File: config.mk
export PLATFORM = sky130hd
export DESIGN_NAME = msir_regs
export DESIGN_NICKNAME = d
export VERILOG_FILES = /design/src/msir_pkg.sv /design/src/msir_irq.sv /design/src/msir_regs.sv /design/src/msir_status.sv
export SDC_FILE = /design/constraint.sdc
export NUM_CORES = 1
export LEC_CHECK = 0
export ABC_CLOCK_PERIOD_IN_PS = 3400
export CORE_ASPECT_RATIO = 0.8
export CORE_MARGIN = 2
export CORE_UTILIZATION = 59
export DETAILED_ROUTE_END_ITERATION = 16
export DONT_BUFFER_PORTS = 1
export PLACE_DENSITY = 0.85
export SLEW_MARGIN = 5
export SYNTH_ARGS = -nofsm -noshare
export SYNTH_HDL_FRONTEND = slang
export SYNTH_SLANG_ARGS = --single-unit
File: constraint.sdc
create_clock -name clock -period 3.4 [get_ports clock]
set_input_delay 0.51 -clock clock [delete_from_list [all_inputs] [get_ports clock]]
set_output_delay 0.51 -clock clock [all_outputs]
set_load 0.1 [all_outputs]
File: src/msir_pkg.sv
// Purpose: constants for the module status and interrupt register bank
// Assumes: register port of 8-bit index, 32-bit data
// Notes: offsets are register indices
package msir_pkg;
  localparam logic [7:0] REG_STATUS = 8'h06;
  localparam logic [7:0] REG_BAUD = 8'h07;
  localparam logic [7:0] REG_INT_MASK = 8'h08;
  localparam logic [7:0] REG_INT_MODE = 8'h09;
  localparam logic [7:0] REG_POWER = 8'h0a;
  localparam logic [7:0] REG_STREAM = 8'h05;
  localparam logic [7:0] REG_IDENT = 8'h10;
  localparam logic [7:0] REG_VERSION = 8'h11;
  localparam logic [7:0] REG_MAX_BAUD = 8'h12;
  localparam logic [7:0] REG_BUF_LEN = 8'he9;
  localparam logic [31:0] CLEARABLE_MASK = 32'hffff_f000;
  localparam logic [31:0] ERROR_MASK = 32'hffff_0000;
  localparam logic [31:0] BAUD_RESET = 32'h0001_c200;
  localparam logic [31:0] ZERO32 = 32'h0000_0000;
  localparam int BIT_CREATED = 0;
  localparam int BIT_ACTIVATED = 1;
  localparam int BIT_DATA_READY = 8;
  localparam int BIT_ERROR = 16;
  localparam int BIT_BAD_CMD = 17;
  localparam int BIT_BAD_MODE = 18;
  localparam int BIT_CREATE_FAIL = 19;
  localparam int BIT_ACTIVATE_FAIL = 20;
  localparam int BIT_WRONG_STATE = 21;
  localparam logic [7:0] INT_MODE_OFF = 8'h00;
  localparam logic [7:0] INT_MODE_ON = 8'h01;
  localparam logic [7:0] STREAM_ON = 8'h01;
  typedef enum logic [1:0] {MSIR_IDLE, MSIR_ANSWER} msir_state_e;
endpackage

File: src/msir_irq.sv
// Purpose: interrupt reduction and pin mode
// Assumes: status and mask from register bank
// Notes: pin active high
`timescale 1ns/1ps
`default_nettype none
module msir_irq
  import msir_pkg::*;
(
  input wire logic clock,
  input wire logic rst_b,
  input wire logic [31:0] status,
  input wire logic [31:0] mask,
  input wire logic [7:0] mode,
  output logic irq_active,
  output logic int_pin
);
  always_ff @(posedge clock or negedge rst_b) begin
    if (!rst_b) begin
      irq_active <= 1'b0;
    end else begin
      irq_active <= |(status & mask); // RULE10 RULE18
    end
  end
  always_ff @(posedge clock or negedge rst_b) begin
    if (!rst_b) begin
      int_pin <= 1'b0;
    end else begin
      int_pin <= (mode == INT_MODE_ON) && (|(status & mask)); // RULE11
    end
  end
endmodule
`default_nettype wire

File: src/msir_regs.sv
// Purpose: general register bank of a sensor module
// Assumes: protocol engine presents decoded register requests
// Notes: reads answer one cycle after the request
//
// Notes on behaviour
// (RULE1) status bit 0 set when service or detector created
// (RULE2) status bit 1 set when service or detector activated
// (RULE3) status bit 8 set when result data waits in output buffer
// (RULE4) status bit 16 set on general internal error
// (RULE5) bit 17 on bad command or parameter, bit 18 on invalid mode
// (RULE6) bit 19 on create failure, bit 20 on activate failure
// (RULE7) bit 21 on write or buffer read in wrong state
// (RULE8) clear-status clears only clearable group, low bits kept
// (RULE9) upper sixteen status bits form the error group
// (RULE10) interrupt when a status bit and its mask bit are both set
// (RULE11) mode 0 holds pin inactive, mode 1 pin follows interrupt
// (RULE12) link rate register selects baud rate, resets to 115200
// (RULE13) read-only register holds highest supported baud rate
// (RULE14) version word: major 23:16, minor 15:8, patch 7:0
// (RULE15) read-only count of valid entries in output buffer
// (RULE16) stream results only while streaming control equals 1
// (RULE17) read-only 16-bit identification code of module variant
// (RULE18) interrupt is OR of status AND mask, every cycle
`timescale 1ns/1ps
`default_nettype none
module msir_regs
  import msir_pkg::*;
#(
  parameter logic [15:0] IDENT_CODE = 16'h5a01, // arbitrary value
  parameter logic [7:0] VER_MAJOR = 8'h01,
  parameter logic [7:0] VER_MINOR = 8'h00,
  parameter logic [7:0] VER_PATCH = 8'h00,
  parameter logic [31:0] MAX_BAUD = 32'h001e_8480
)(
  input wire logic clock,
  input wire logic rst_b,
  input wire logic req_valid,
  input wire logic req_write,
  input wire logic [7:0] req_index,
  input wire logic [31:0] req_wdata,
  input wire logic buf_read_req,
  input wire logic clear_status,
  input wire logic write_allowed,
  input wire logic svc_created,
  input wire logic svc_activated,
  input wire logic data_ready,
  input wire logic internal_error,
  input wire logic bad_command,
  input wire logic bad_mode,
  input wire logic create_fail,
  input wire logic activate_fail,
  input wire logic [15:0] buf_entries,
  output logic rsp_valid,
  output logic [31:0] rsp_rdata,
  output logic int_pin,
  output logic irq_active,
  output logic error_any,
  output logic stream_en,
  output logic [31:0] baud_rate,
  output logic [31:0] power_mode
);
  // ----------------------------------------------------------------
  // register storage
  // ----------------------------------------------------------------
  logic [31:0] mask_ff;
  logic [7:0] int_mode_ff;
  logic [7:0] stream_ff;
  logic [31:0] status;
  logic [31:0] set_bits;
  logic [31:0] level_bits;
  logic wr_hit;
  logic bad_index;

  function automatic logic index_known(input logic [7:0] idx);
    unique case (idx)
      REG_STATUS, REG_BAUD, REG_INT_MASK, REG_INT_MODE, REG_POWER, REG_STREAM,
      REG_IDENT, REG_VERSION, REG_MAX_BAUD, REG_BUF_LEN: index_known = 1'b1;
      default: index_known = 1'b0;
    endcase
  endfunction

  assign wr_hit = req_valid && req_write && write_allowed;
  assign bad_index = req_valid && !index_known(req_index);

  always_ff @(posedge clock or negedge rst_b) begin
    if (!rst_b) begin
      mask_ff <= ZERO32;
    end else if (wr_hit && req_index == REG_INT_MASK) begin
      mask_ff <= req_wdata;
    end
  end
  always_ff @(posedge clock or negedge rst_b) begin
    if (!rst_b) begin
      int_mode_ff <= INT_MODE_OFF;
    end else if (wr_hit && req_index == REG_INT_MODE) begin
      int_mode_ff <= req_wdata[7:0];
    end
  end
  always_ff @(posedge clock or negedge rst_b) begin
    if (!rst_b) begin
      baud_rate <= BAUD_RESET; // RULE12
    end else if (wr_hit && req_index == REG_BAUD) begin
      baud_rate <= req_wdata; // RULE12
    end
  end
  always_ff @(posedge clock or negedge rst_b) begin
    if (!rst_b) begin
      power_mode <= ZERO32;
    end else if (wr_hit && req_index == REG_POWER) begin
      power_mode <= req_wdata;
    end
  end
  always_ff @(posedge clock or negedge rst_b) begin
    if (!rst_b) begin
      stream_ff <= ZERO32[7:0];
    end else if (wr_hit && req_index == REG_STREAM) begin
      stream_ff <= req_wdata[7:0];
    end
  end
  always_ff @(posedge clock or negedge rst_b) begin
    if (!rst_b) begin
      stream_en <= 1'b0;
    end else begin
      stream_en <= (stream_ff == STREAM_ON); // RULE16
    end
  end

  // ----------------------------------------------------------------
  // status events
  // ----------------------------------------------------------------
  always_comb begin
    set_bits = ZERO32;
    level_bits = ZERO32;
    level_bits[BIT_CREATED] = svc_created; // RULE1
    level_bits[BIT_ACTIVATED] = svc_activated; // RULE2
    level_bits[BIT_DATA_READY] = data_ready; // RULE3
    set_bits[BIT_ERROR] = internal_error; // RULE4
    set_bits[BIT_BAD_CMD] = bad_command || bad_index; // RULE5
    set_bits[BIT_BAD_MODE] = bad_mode; // RULE5
    set_bits[BIT_CREATE_FAIL] = create_fail; // RULE6
    set_bits[BIT_ACTIVATE_FAIL] = activate_fail; // RULE6
    set_bits[BIT_WRONG_STATE] = ((req_valid && req_write) || buf_read_req)
                                && !write_allowed; // RULE7
  end

  msir_status u_status (
    .clock(clock),
    .rst_b(rst_b),
    .set_bits(set_bits),
    .level_bits(level_bits),
    .clear_req(clear_status),
    .status(status)
  );

  msir_irq u_irq (
    .clock(clock),
    .rst_b(rst_b),
    .status(status),
    .mask(mask_ff),
    .mode(int_mode_ff),
    .irq_active(irq_active),
    .int_pin(int_pin)
  );

  always_ff @(posedge clock or negedge rst_b) begin
    if (!rst_b) begin
      error_any <= 1'b0;
    end else begin
      error_any <= |(status & ERROR_MASK); // RULE9
    end
  end

  // ----------------------------------------------------------------
  // read answer
  // ----------------------------------------------------------------
  always_ff @(posedge clock or negedge rst_b) begin
    if (!rst_b) begin
      rsp_valid <= 1'b0;
    end else begin
      rsp_valid <= req_valid;
    end
  end
  always_ff @(posedge clock or negedge rst_b) begin
    if (!rst_b) begin
      rsp_rdata <= ZERO32;
    end else if (req_valid) begin
      unique case (req_index)
        REG_STATUS: rsp_rdata <= status;
        REG_BAUD: rsp_rdata <= baud_rate;
        REG_INT_MASK: rsp_rdata <= mask_ff;
        REG_INT_MODE: rsp_rdata <= {24'h00_0000, int_mode_ff};
        REG_POWER: rsp_rdata <= power_mode;
        REG_STREAM: rsp_rdata <= {24'h00_0000, stream_ff};
        REG_IDENT: rsp_rdata <= {16'h0000, IDENT_CODE}; // RULE17
        REG_VERSION: rsp_rdata <= {8'h00, VER_MAJOR, VER_MINOR, VER_PATCH}; // RULE14
        REG_MAX_BAUD: rsp_rdata <= MAX_BAUD; // RULE13
        REG_BUF_LEN: rsp_rdata <= {16'h0000, buf_entries}; // RULE15
        default: rsp_rdata <= ZERO32;
      endcase
    end
  end
endmodule
`default_nettype wire

File: src/msir_status.sv
// Purpose: sticky module status word
// Assumes: event inputs are one-cycle pulses or levels
// Notes: set wins over clear
`timescale 1ns/1ps
`default_nettype none
module msir_status
  import msir_pkg::*;
(
  input wire logic clock,
  input wire logic rst_b,
  input wire logic [31:0] set_bits,
  input wire logic [31:0] level_bits,
  input wire logic clear_req,
  output logic [31:0] status
);
  logic [31:0] sticky_ff;
  logic [31:0] nxt_sticky;
  always_comb begin
    nxt_sticky = sticky_ff;
    if (clear_req) begin
      nxt_sticky = sticky_ff & ~CLEARABLE_MASK; // RULE8
    end
    nxt_sticky = nxt_sticky | set_bits;
  end
  always_ff @(posedge clock or negedge rst_b) begin
    if (!rst_b) begin
      sticky_ff <= ZERO32;
    end else begin
      sticky_ff <= nxt_sticky;
    end
  end
  // low group follows live state, never cleared by command
  assign status = (sticky_ff & CLEARABLE_MASK) | (level_bits & ~CLEARABLE_MASK); // RULE8
endmodule
`default_nettype wire
==> impl_metrics.tcl, run 1 <==
set metrics [dict create \
    cts_buffers 17 \
    postRouteWirelength_mm 18.37 \
    syn_nets 633 \
    end_kind "flip-flop" \
    final_cell_area_sq_um 7670 \
    slew_headroom_pct 34.32 \
    synth_ff_type "dfrtp_1" \
    layout.nets 626 \
    io_pins 172 \
    antenna_found_initial 0 \
    post_cts_resized 0 \
    n_fill_cell 850 \
    vdd_drop_max_v 0.0003489 \
    start_kind "primary input" \
    die_w_um 126.2 \
    grt_pass1_vias 5035 \
    worst_pin_slew_ns 0.9817 \
    clk_path_buf_depth 2 \
    hold_violations 154 \
    cp_max_fo 17 \
    multi_input_area_sq_um 2970 \
    placedCellCount 684 \
    synth_xor_area_share_pct 0 \
    finalSetupTns_ns 0 \
    cts_root_buf "clkbuf_16" \
    synth_seq_area_share_pct 55.07 \
    finalMaxSlewViolations 0 \
    setup_viol 0 \
    cp.required_ns 3.70 \
    leakage_nw 3.608 \
    place_area_sq_um 7131 \
    routedWlPerCell_um 25.69 \
    hold_path.class "primary input to async pin" \
    crit_buf_inv 1 \
    synthAdderAreaFrac_pct 0 \
    first_pass_iters 6 \
    grtUsageMet3_pct 10.51 \
    timing.fmax_mhz 416.4 \
    cts_setup_buffers 0 \
    vias 4900 \
    met1_usage_pct 38.59 \
    ys_top_cells_by_area "dfrtp_1, mux2_2, mux2i_1, a21oi_1, nor2_1" \
    drtIter0Drc 603 \
    cts_sinks 155 \
    fin_total_pwr_mw 4.027 \
    period_needed_ns 2.401 \
    busiest_layer "met2" \
    synth_top_family_by_area "multiplexers" \
    floorplan.initialDensity_pct 60.77 \
    violations "hold timing" \
    synth_top_area_share_pct 53.58 \
    yosysWarnings 0 \
    clk_pin_slew_worst_paths_ns 0.06 \
    yosys.area.top_type "dfrtp_1" \
    final_cells 715 \
    finalCoreUtilization_pct 66.09 \
    antenna_cells 0 \
    grt_pass1_wl_mm 28.19 \
    place.gp.congestion 0.9301 \
    maxCapViolations 0 \
    synth-compound-area-share_pct 11.11 \
    ctsHtreeMaxLevel 4 \
    status "complete, but fails checks" \
    synthesis.area_sq_um 7052 \
    ys_types 51 \
    cp_cell_sequence "nor4_4 -> nand3_4 -> nor3b_4 -> buf_4 -> mux2_2" \
    syn-instance-count 562 \
    drive_gt1_share_pct 29.63 \
    rows 35 \
    area_growth_pct 8.765 \
    vias_per_cell 6.853 \
    power.density_nw_per_um2 525.0 \
    synth_edf_count 0 \
    synthSimpleGateAreaFrac_pct 8.180 \
    port_buffers 0 \
    rsz0062_at_grt "false" \
    crit_type "primary input to flip-flop" \
    insertion_delay_ns 0.42 \
    grt_max_degree 156 \
    cpLargestDelayFamily "simple AND/OR/NAND/NOR gates" \
    grt_usage_pct 29.15 \
    drc 0 \
    crit_slowest_cell "nor3b_4" \
    skew_ns 0.01245 \
    regArea_sq_um 3884 \
    die_y_um 101.8 \
    whs_ns -0.2188 \
    ant_nets 0 \
    grt_util_met2_pct 45.20 \
    synth-seq-cells 155 \
    dp_hpwl_mm 12.36 \
    async_flop_share_pct 100.0 \
    grt_overflow_total 0 \
    fin_crit_sh_pct 70.63 \
    die_area_sq_um 12850 \
    syn_area_per_cell_sq_um 12.55 \
    design.core.area_sq_um 11600 \
    critPathMaxStageDelay_ns 0.66 \
    cts_tree "done" \
    synth_mux_area_share_pct 22.71 \
    arrival_ns 2.70 \
]
[registers in the layout, summed over array words and instances, names as in the netlist]
register	cells
rsp_valid	1
stream_en	1
mask_ff	32
stream_ff	8
u_status.sticky_ff	6
baud_rate	32
error_any	1
rsp_rdata	32
int_mode_ff	8
u_irq.irq_active	1
power_mode	32
u_irq.int_pin	1
[worst register-to-register path: stages, from the launching register on]
cell,delay (ns)
dfrtp_1,0.77
mux2i_1,0.32
o2bb2ai_1,0.10
a22oi_1,0.13
o21ai_0,0.12
mux2_2,0.29
[area by class of cell]
cell class,instances,share of cell area (%)
inverters,5,0.2447
clock buffers,21,6.134
repair buffers,8,0.9462
flip-flops and latches,155,50.64
well taps,148,2.414
clock inverters,10,0.8972
multi-input cells,368,38.73
[cells in the final DEF (no fill, tap or decap), types with 8 or more instances in the layout]
cell type  synthesis  routed
a21o_1             8       8
nand2_1           20      19
nor2_1            39      39
a21oi_1           44      44
mux2i_1           25      25
clkbuf_16          0      17
o21ai_0            8       8
o2bb2ai_1          8       8
dfrtp_1          151     151
mux2_2           118     118
[metal layers]
layer | vias to the layer above | part of all wire, % | wire length, um
li1 | 2074 | - | -
met1 | 2516 | 41 | 7444
met2 | 272 | 48 | 8795
met3 | 38 | 9.8 | 1800
met4 | 0 | 1.8 | 325
met5 | - | 0 | 0
[where the power goes]
group	leakage, nW	switching [mW]	internal [mW]
Clock	0.261	0.736	0.986
Combinational	1.26	0.0596	0.0594
Sequential	2.08	0.299	1.89
Total	3.61	1.09	2.93
[stage by stage]
stage,hold WS [ns],setup WS (ns)
after floorplan,0.2144,1.343
after global placement,0.2205,0.7002
after detailed placement,0.2181,0.6198
after CTS,-0.2234,1.049
after global routing,-0.2321,0.8949
final,-0.2188,0.9987
[kinds of logic (layout without fill, tap and decap cells)]
group	Yosys count	after routing
flops	155	155
simple gates	105	105
mux	145	145
compound gates	118	118
buf+inv	39	44
[cells in the mapped netlist, drive strengths merged, types with 4 or more instances]
master   number
a221oi        4
mux2i        25
a222oi        4
clkbuf       12
a22oi         7
nor3          4
o21ai         8
a211oi        4
nand4         4
a21oi        44
buf          22
o211ai        5
a21o          8
a31oi         7
nor2b         6
nand2        21
o2bb2ai       8
and3          7
nor4          5
dfstp         4
nor2         39
o22ai         5
dfrtp       151
mux2        120
nand3         9
[final timing paths]
kind	cells past startpoint	slack, ns	to	startpoint
setup / recovery	5	1.0	mask_ff[7]	req_index[5]
hold / removal	0	-0.22	rsp_valid	rst_b
setup reg to reg	5	1.55	rsp_rdata[1]	baud_rate[1]
hold reg to reg	1	0.51	mask_ff[6]	mask_ff[6]
max in group asynchronous	0	3.28	baud_rate[9]	rst_b
min in group clock	0	0.11	rsp_valid	req_valid
Power figures use the tool's default switching activity.
==> run 2, diff against run 1 <==
ABC_AREA = 1   (was unset)
ABC_CLOCK_PERIOD_IN_PS = 1900   (was 3400)
CORE_UTILIZATION = 57   (was 59)
clock period = 1.9 ns   (was 3.4 ns; I/O delays follow)
==> run 2 against run 1 <==
  * The flow still finishes with violations (hold timing)
  * Critical endpoint is now rsp_rdata[8]
  * Global-route usage rose by 3.5 points
  * Critical path type unchanged
  * Clock skew down 0.00067 ns
  * Sequential cell count stayed put
  * Via count grew 35%
  * Clock power is 92% higher
  * Largest power group unchanged
  * Sequential power rose by 55%
  * Highest routed layer unchanged
==> impl_metrics.tcl, run 2 <==
set metrics [dict create \
    multi_input_area_sq_um 2835 \
    synth_seq_area_share_pct 54.04 \
    first_pass_iters 5 \
    antenna_cells 0 \
    cts_tree "done" \
    syn_area_per_cell_sq_um 7.977 \
    timing.fmax_mhz 631.8 \
    setup_slack_ns 0.3172 \
    yosysMostFrequentCell "nand2_1" \
    floorplan.initialDensity_pct 58.66 \
    leakage_nw 4.648 \
    setup_viol 0 \
    final_cell_mix "nand2_1, dfrtp_1, buf_4" \
    worst_pin_slew_ns 1.242 \
    ctsHtreeMaxLevel 4 \
    insertion_delay_ns 0.42 \
    place_area_sq_um 8130 \
    yosys.area.top_type "dfrtp_1" \
    slew_headroom_pct 16.94 \
    post_cts_resized 0 \
    clk_pin_slew_worst_paths_ns 0.07 \
    start_kind "primary input" \
    fin_crit_sh_pct 83.31 \
    routedWlPerCell_um 17.72 \
    synth-seq-cells 155 \
    layout.nets 1072 \
    regToRegSetupSlack_ns 0.69 \
    finalSetupTns_ns 0 \
    rsz0062_at_grt "false" \
    grt_pass1_wl_mm 33.93 \
    area_growth_pct 22.28 \
    yosysWarnings 0 \
    cp_max_fo 27 \
    finalMaxSlewViolations 0 \
    cts_setup_buffers 0 \
    crit_type "primary input to flip-flop" \
    violations "hold timing" \
    async_flop_share_pct 100.0 \
    grt_usage_pct 32.67 \
    power.density_nw_per_um2 827.9 \
    rows 36 \
    arrival_ns 1.94 \
    crit_start "req_valid" \
    dp_slack_ns 0.1878 \
    postRouteWirelength_mm 21.00 \
    grt_overflow_total 0 \
    design.core.area_sq_um 12250 \
    hold_path.class "primary input to async pin" \
    n_fill_cell 954 \
    die_w_um 129.5 \
    synth_ff_type "dfrtp_1" \
    grt_pass1_vias 6382 \
    syn_nets 972 \
    layout_commonest_cell "nand2_1" \
    regArea_sq_um 3884 \
    final_cell_area_sq_um 8788 \
    skew_ns 0.01178 \
    grt_max_degree 156 \
    io_pins 172 \
    reg2reg_to "u_irq.int_pin" \
    rr_worst_depth 4 \
    vias 6630 \
    port_buffers 0 \
    drive_gt1_share_pct 16.86 \
    place.gp.congestion 0.9352 \
    hold_buffers 8 \
    ys_types 26 \
    die_area_sq_um 13530 \
    syn-instance-count 901 \
    vdd_drop_max_v 0.0006392 \
    maxCapViolations 0 \
    period_needed_ns 1.583 \
    ys_top_cells_by_area "dfrtp_1, nand2_1, nand3_1, o21ai_0, inv_1" \
    ant_nets 0 \
    drtIter0Drc 744 \
    synth_commonest_cells "nand2_1, dfrtp_1, nand3_1" \
    worstReg2RegStart "u_status.sticky_ff[20]" \
    die_y_um 104.4 \
    synthesis.area_sq_um 7187 \
    whs_ns -0.4479 \
    drc 0 \
    vias_per_cell 5.595 \
    cts_sinks 155 \
    status "complete, but fails checks" \
    hold_violations 155 \
    antenna_found_initial 0 \
    cts_root_buf "clkbuf_16" \
    synth_edf_count 0 \
    cp.required_ns 2.25 \
    synth_top_area_share_pct 52.58 \
    cp-endpoint "rsp_rdata[8]" \
    clk_path_buf_depth 2 \
    cts_buffers 17 \
    end_kind "flip-flop" \
    dp_hpwl_mm 14.30 \
]
[run 2: power breakdown]
group          leakage [nW]  internal [mW]  switching, mW
Combinational          2.26          0.118          0.451
Clock                 0.271           1.87           1.43
Sequential             2.12           3.36         0.0396
[run 2: worst min-delay path by stage]
| stage | start | endpoint | slack, ns | depth (start not counted) |
|---|---|---|---|---|
| floorplan | rst_b | baud_rate[0] | -0.01 | 0 |
| global placement | rst_b | u_irq.int_pin | -0.005 | 0 |
| detailed placement | rst_b | rsp_rdata[5] | -0.007 | 0 |
| CTS | rst_b | rsp_rdata[5] | -0.46 | 0 |
| global route | rst_b | rsp_rdata[5] | -0.46 | 0 |
| finish | rst_b | mask_ff[6] | -0.45 | 0 |
[run 2: worst max-delay path: stages]
cell and delay [ns]:
dlygate4sd3_1 1.36, nand2_1 0.18, nand2_1 0.10
[run 2: cell type report]
| cell class | count | share of cell area [%] |
|---|---|---|
| repair buffers | 126 | 11.42 |
| well taps | 171 | 2.435 |
| multi-input cells | 628 | 32.26 |
| clock inverters | 13 | 1.538 |
| inverters | 73 | 3.118 |
| clock buffers | 19 | 5.040 |
| flip-flops and latches | 155 | 44.19 |
[run 2: cell families after synthesis]
group	count (synthesis)	synth area share (%)
compound gates	135	10.76
buf+inv	118	6.511
flops	155	54.04
simple gates	493	28.69
[run 2: layer usage]
metal | vias up | wire length [um] | GRT usage, %
met2 | 381 | 9246 | 47.33
met5 | - | 0 | 0
met3 | 33 | 2544 | 9.568
li1 | 3097 | - | -
met4 | 0 | 339 | 10.22
met1 | 3119 | 8867 | 47.66
[run 2: per-stage QoR]
| step | std cells | util [%] | total power [mW] |
|---|---|---|---|
| floorplan | 901 | - | 3.866 |
| global placement | 1145 | 66.36 | 3.984 |
| detailed placement | 1145 | 66.36 | 3.993 |
| CTS | 1185 | 71.73 | 7.297 |
| global route | 1185 | 71.73 | 7.481 |
| finish | 1185 | 71.73 | 7.276 |
==> run 3, diff against run 2 <==
ABC_CLOCK_PERIOD_IN_PS = 1600   (was 1900)
CORE_UTILIZATION = 59   (was 57)
clock period = 1.6 ns   (was 1.9 ns; I/O delays follow)
==> run 3 against run 2 <==
  * The flow still finishes with violations (hold timing)
  * Global-route usage is 1.1 points higher
  * Combinational power is 22% higher
  * Cell count is 1.0% lower
  * Via count is 2.5% higher
  * Count of clock-buffer cells in the layout is 1 lower
  * Critical path depth is 2 lower
  * Critical endpoint is now baud_rate[14]
==> impl_metrics.tcl, run 3 (synthesized netlist as in run 2, its figures left out) <==
set metrics [dict create \
    start_kind "flip-flop" \
    final_cell_mix "nand2_1, dfrtp_1, buf_4" \
    cp_max_fo 2 \
    crit_type "flip-flop to output pin" \
    postRouteWirelength_mm 21.83 \
    floorplan.initialDensity_pct 59.76 \
    cts_root_buf "clkbuf_16" \
    violations "hold timing" \
    status "complete, but fails checks" \
    cts_sinks 155 \
    layout_commonest_cell "nand2_1" \
    place.gp.congestion 0.9066 \
    die_w_um 127.4 \
    pwr-share-seq_pct 43.9 \
    dp_hpwl_mm 14.49 \
    hold_violations 155 \
    power.density_nw_per_um2 1027 \
    rr_worst_depth 3 \
    rows 36 \
    skew_ns 0.008759 \
    end_kind "output pin" \
    vias 6797 \
    cpLargestDelayFamily "flip-flops" \
    place_area_sq_um 8194 \
    die_area_sq_um 13090 \
    whs_ns -0.4870 \
    setup_viol 0 \
    timing.fmax_mhz 669.5 \
    finalMaxSlewViolations 0 \
    first_pass_iters 5 \
    fin_crit_sh_pct 93.35 \
    vias_per_cell 5.795 \
    drtIter0Drc 802 \
    clk_path_buf_depth 2 \
    finalSetupTns_ns 0 \
    leakage_nw 4.743 \
    cts_tree "done" \
    swShare_pct 24.70 \
    critPathMaxStageDelay_ns 0.54 \
    drive_gt1_share_pct 17.43 \
    placedCellCount 1131 \
    ant_nets 0 \
    slew_headroom_pct 65.59 \
    hold_buffers 11 \
    rsz0062_at_grt "false" \
    cp.depth 1 \
    maxCapViolations 0 \
    grt_max_degree 156 \
    insertion_delay_ns 0.42 \
    reg2reg_to "u_status.sticky_ff[18]" \
    final_cells 1173 \
    antenna_cells 0 \
    finalCoreUtilization_pct 74.52 \
    grt_usage_pct 33.76 \
    drc 0 \
    vdd_drop_max_v 0.001123 \
    cp.required_ns 1.36 \
    grt_pass1_wl_mm 33.39 \
    clk_pin_slew_worst_paths_ns 0.06 \
    routedWlPerCell_um 18.61 \
    design.core.area_sq_um 12030 \
    ctsHtreeMaxLevel 4 \
    cts_buffers 17 \
    comb_power_share_pct 7.6 \
    p_switching_mw 2.272 \
    grt_overflow_total 0 \
    clkPwrFrac_pct 48.5 \
    worstReg2RegStart "u_status.sticky_ff[18]" \
    cts_setup_buffers 0 \
    cp_cell_sequence "buf_4" \
    area_growth_pct 24.70 \
    fin_total_pwr_mw 9.200 \
    port_buffers 0 \
    antenna_found_initial 0 \
    hold_path.class "primary input to async pin" \
    p_int_mw 6.928 \
    crit_slowest_cell "dfstp_2" \
    die_y_um 102.7 \
    setup_slack_ns 0.1064 \
    worst_pin_slew_ns 0.5161 \
    io_pins 172 \
    period_needed_ns 1.494 \
    final_cell_area_sq_um 8962 \
    crit_buf_inv 1 \
    grt_pass1_vias 6324 \
    arrival_ns 1.25 \
    layout.nets 1080 \
    regToRegSetupSlack_ns 0.37 \
    dp_slack_ns 0.06724 \
]
[run 3: changes by cell type in the layout (fill, tap and decap cells not counted), moves of 2 or more]
cell           before  now
buf_12              3    8
bufinv_16           1    5
clkinvlp_4          4    2
dfrtp_1           151  149
dfrtp_2             0    2
dlygate4sd3_1       8   10
[run 3: power groups by stage]
stage	sequential (mW)	combinational (mW)	clock (mW)
finish	4.04	0.696	4.46
global route	4.05	0.726	4.65
CTS	4.04	0.690	4.48
detailed placement	4.11	0.642	0
global placement	4.11	0.630	0
floorplan	4.40	0.188	0
[run 3: worst max-delay path by stage]
| stage | slack (ns) | to | startpoint |
|---|---|---|---|
| final | 0.11 | baud_rate[14] | baud_rate[14] |
| after detailed placement | 0.07 | rsp_rdata[3] | req_index[6] |
| after floorplan | 0.19 | rsp_rdata[12] | baud_rate[12] |
| after global placement | 0.08 | rsp_rdata[3] | req_index[6] |
| after CTS | 0.10 | baud_rate[14] | baud_rate[14] |
| after global routing | 0.08 | baud_rate[16] | baud_rate[16] |
[run 3: area by class of cell]
cell class	count	area, sq um
Tap cell	152	190.2
Timing Repair Buffer	134	1131
Inverter	73	274.0
Fill cell	890	3064
Multi-Input combinational cell	628	2835
Clock inverter	13	216.5
Clock buffer	18	429.2
Sequential cell	155	3886
[run 3: routing by layer]
| metal | part of all wire, % | track usage, % | vias up |
|---|---|---|---|
| met4 | 2.0 | 11.41 | 0 |
| met2 | 44 | 51.05 | 427 |
| met1 | 42 | 47.03 | 3215 |
| met5 | 0 | 0 | - |
| li1 | - | - | 3107 |
| met3 | 12 | 10.53 | 48 |
[run 3: timing repair]
item	in CTS	in global routing
gates resized for setup	2	0
endpoints found under the setup margin	2	0
hold endpoints to repair	195	155
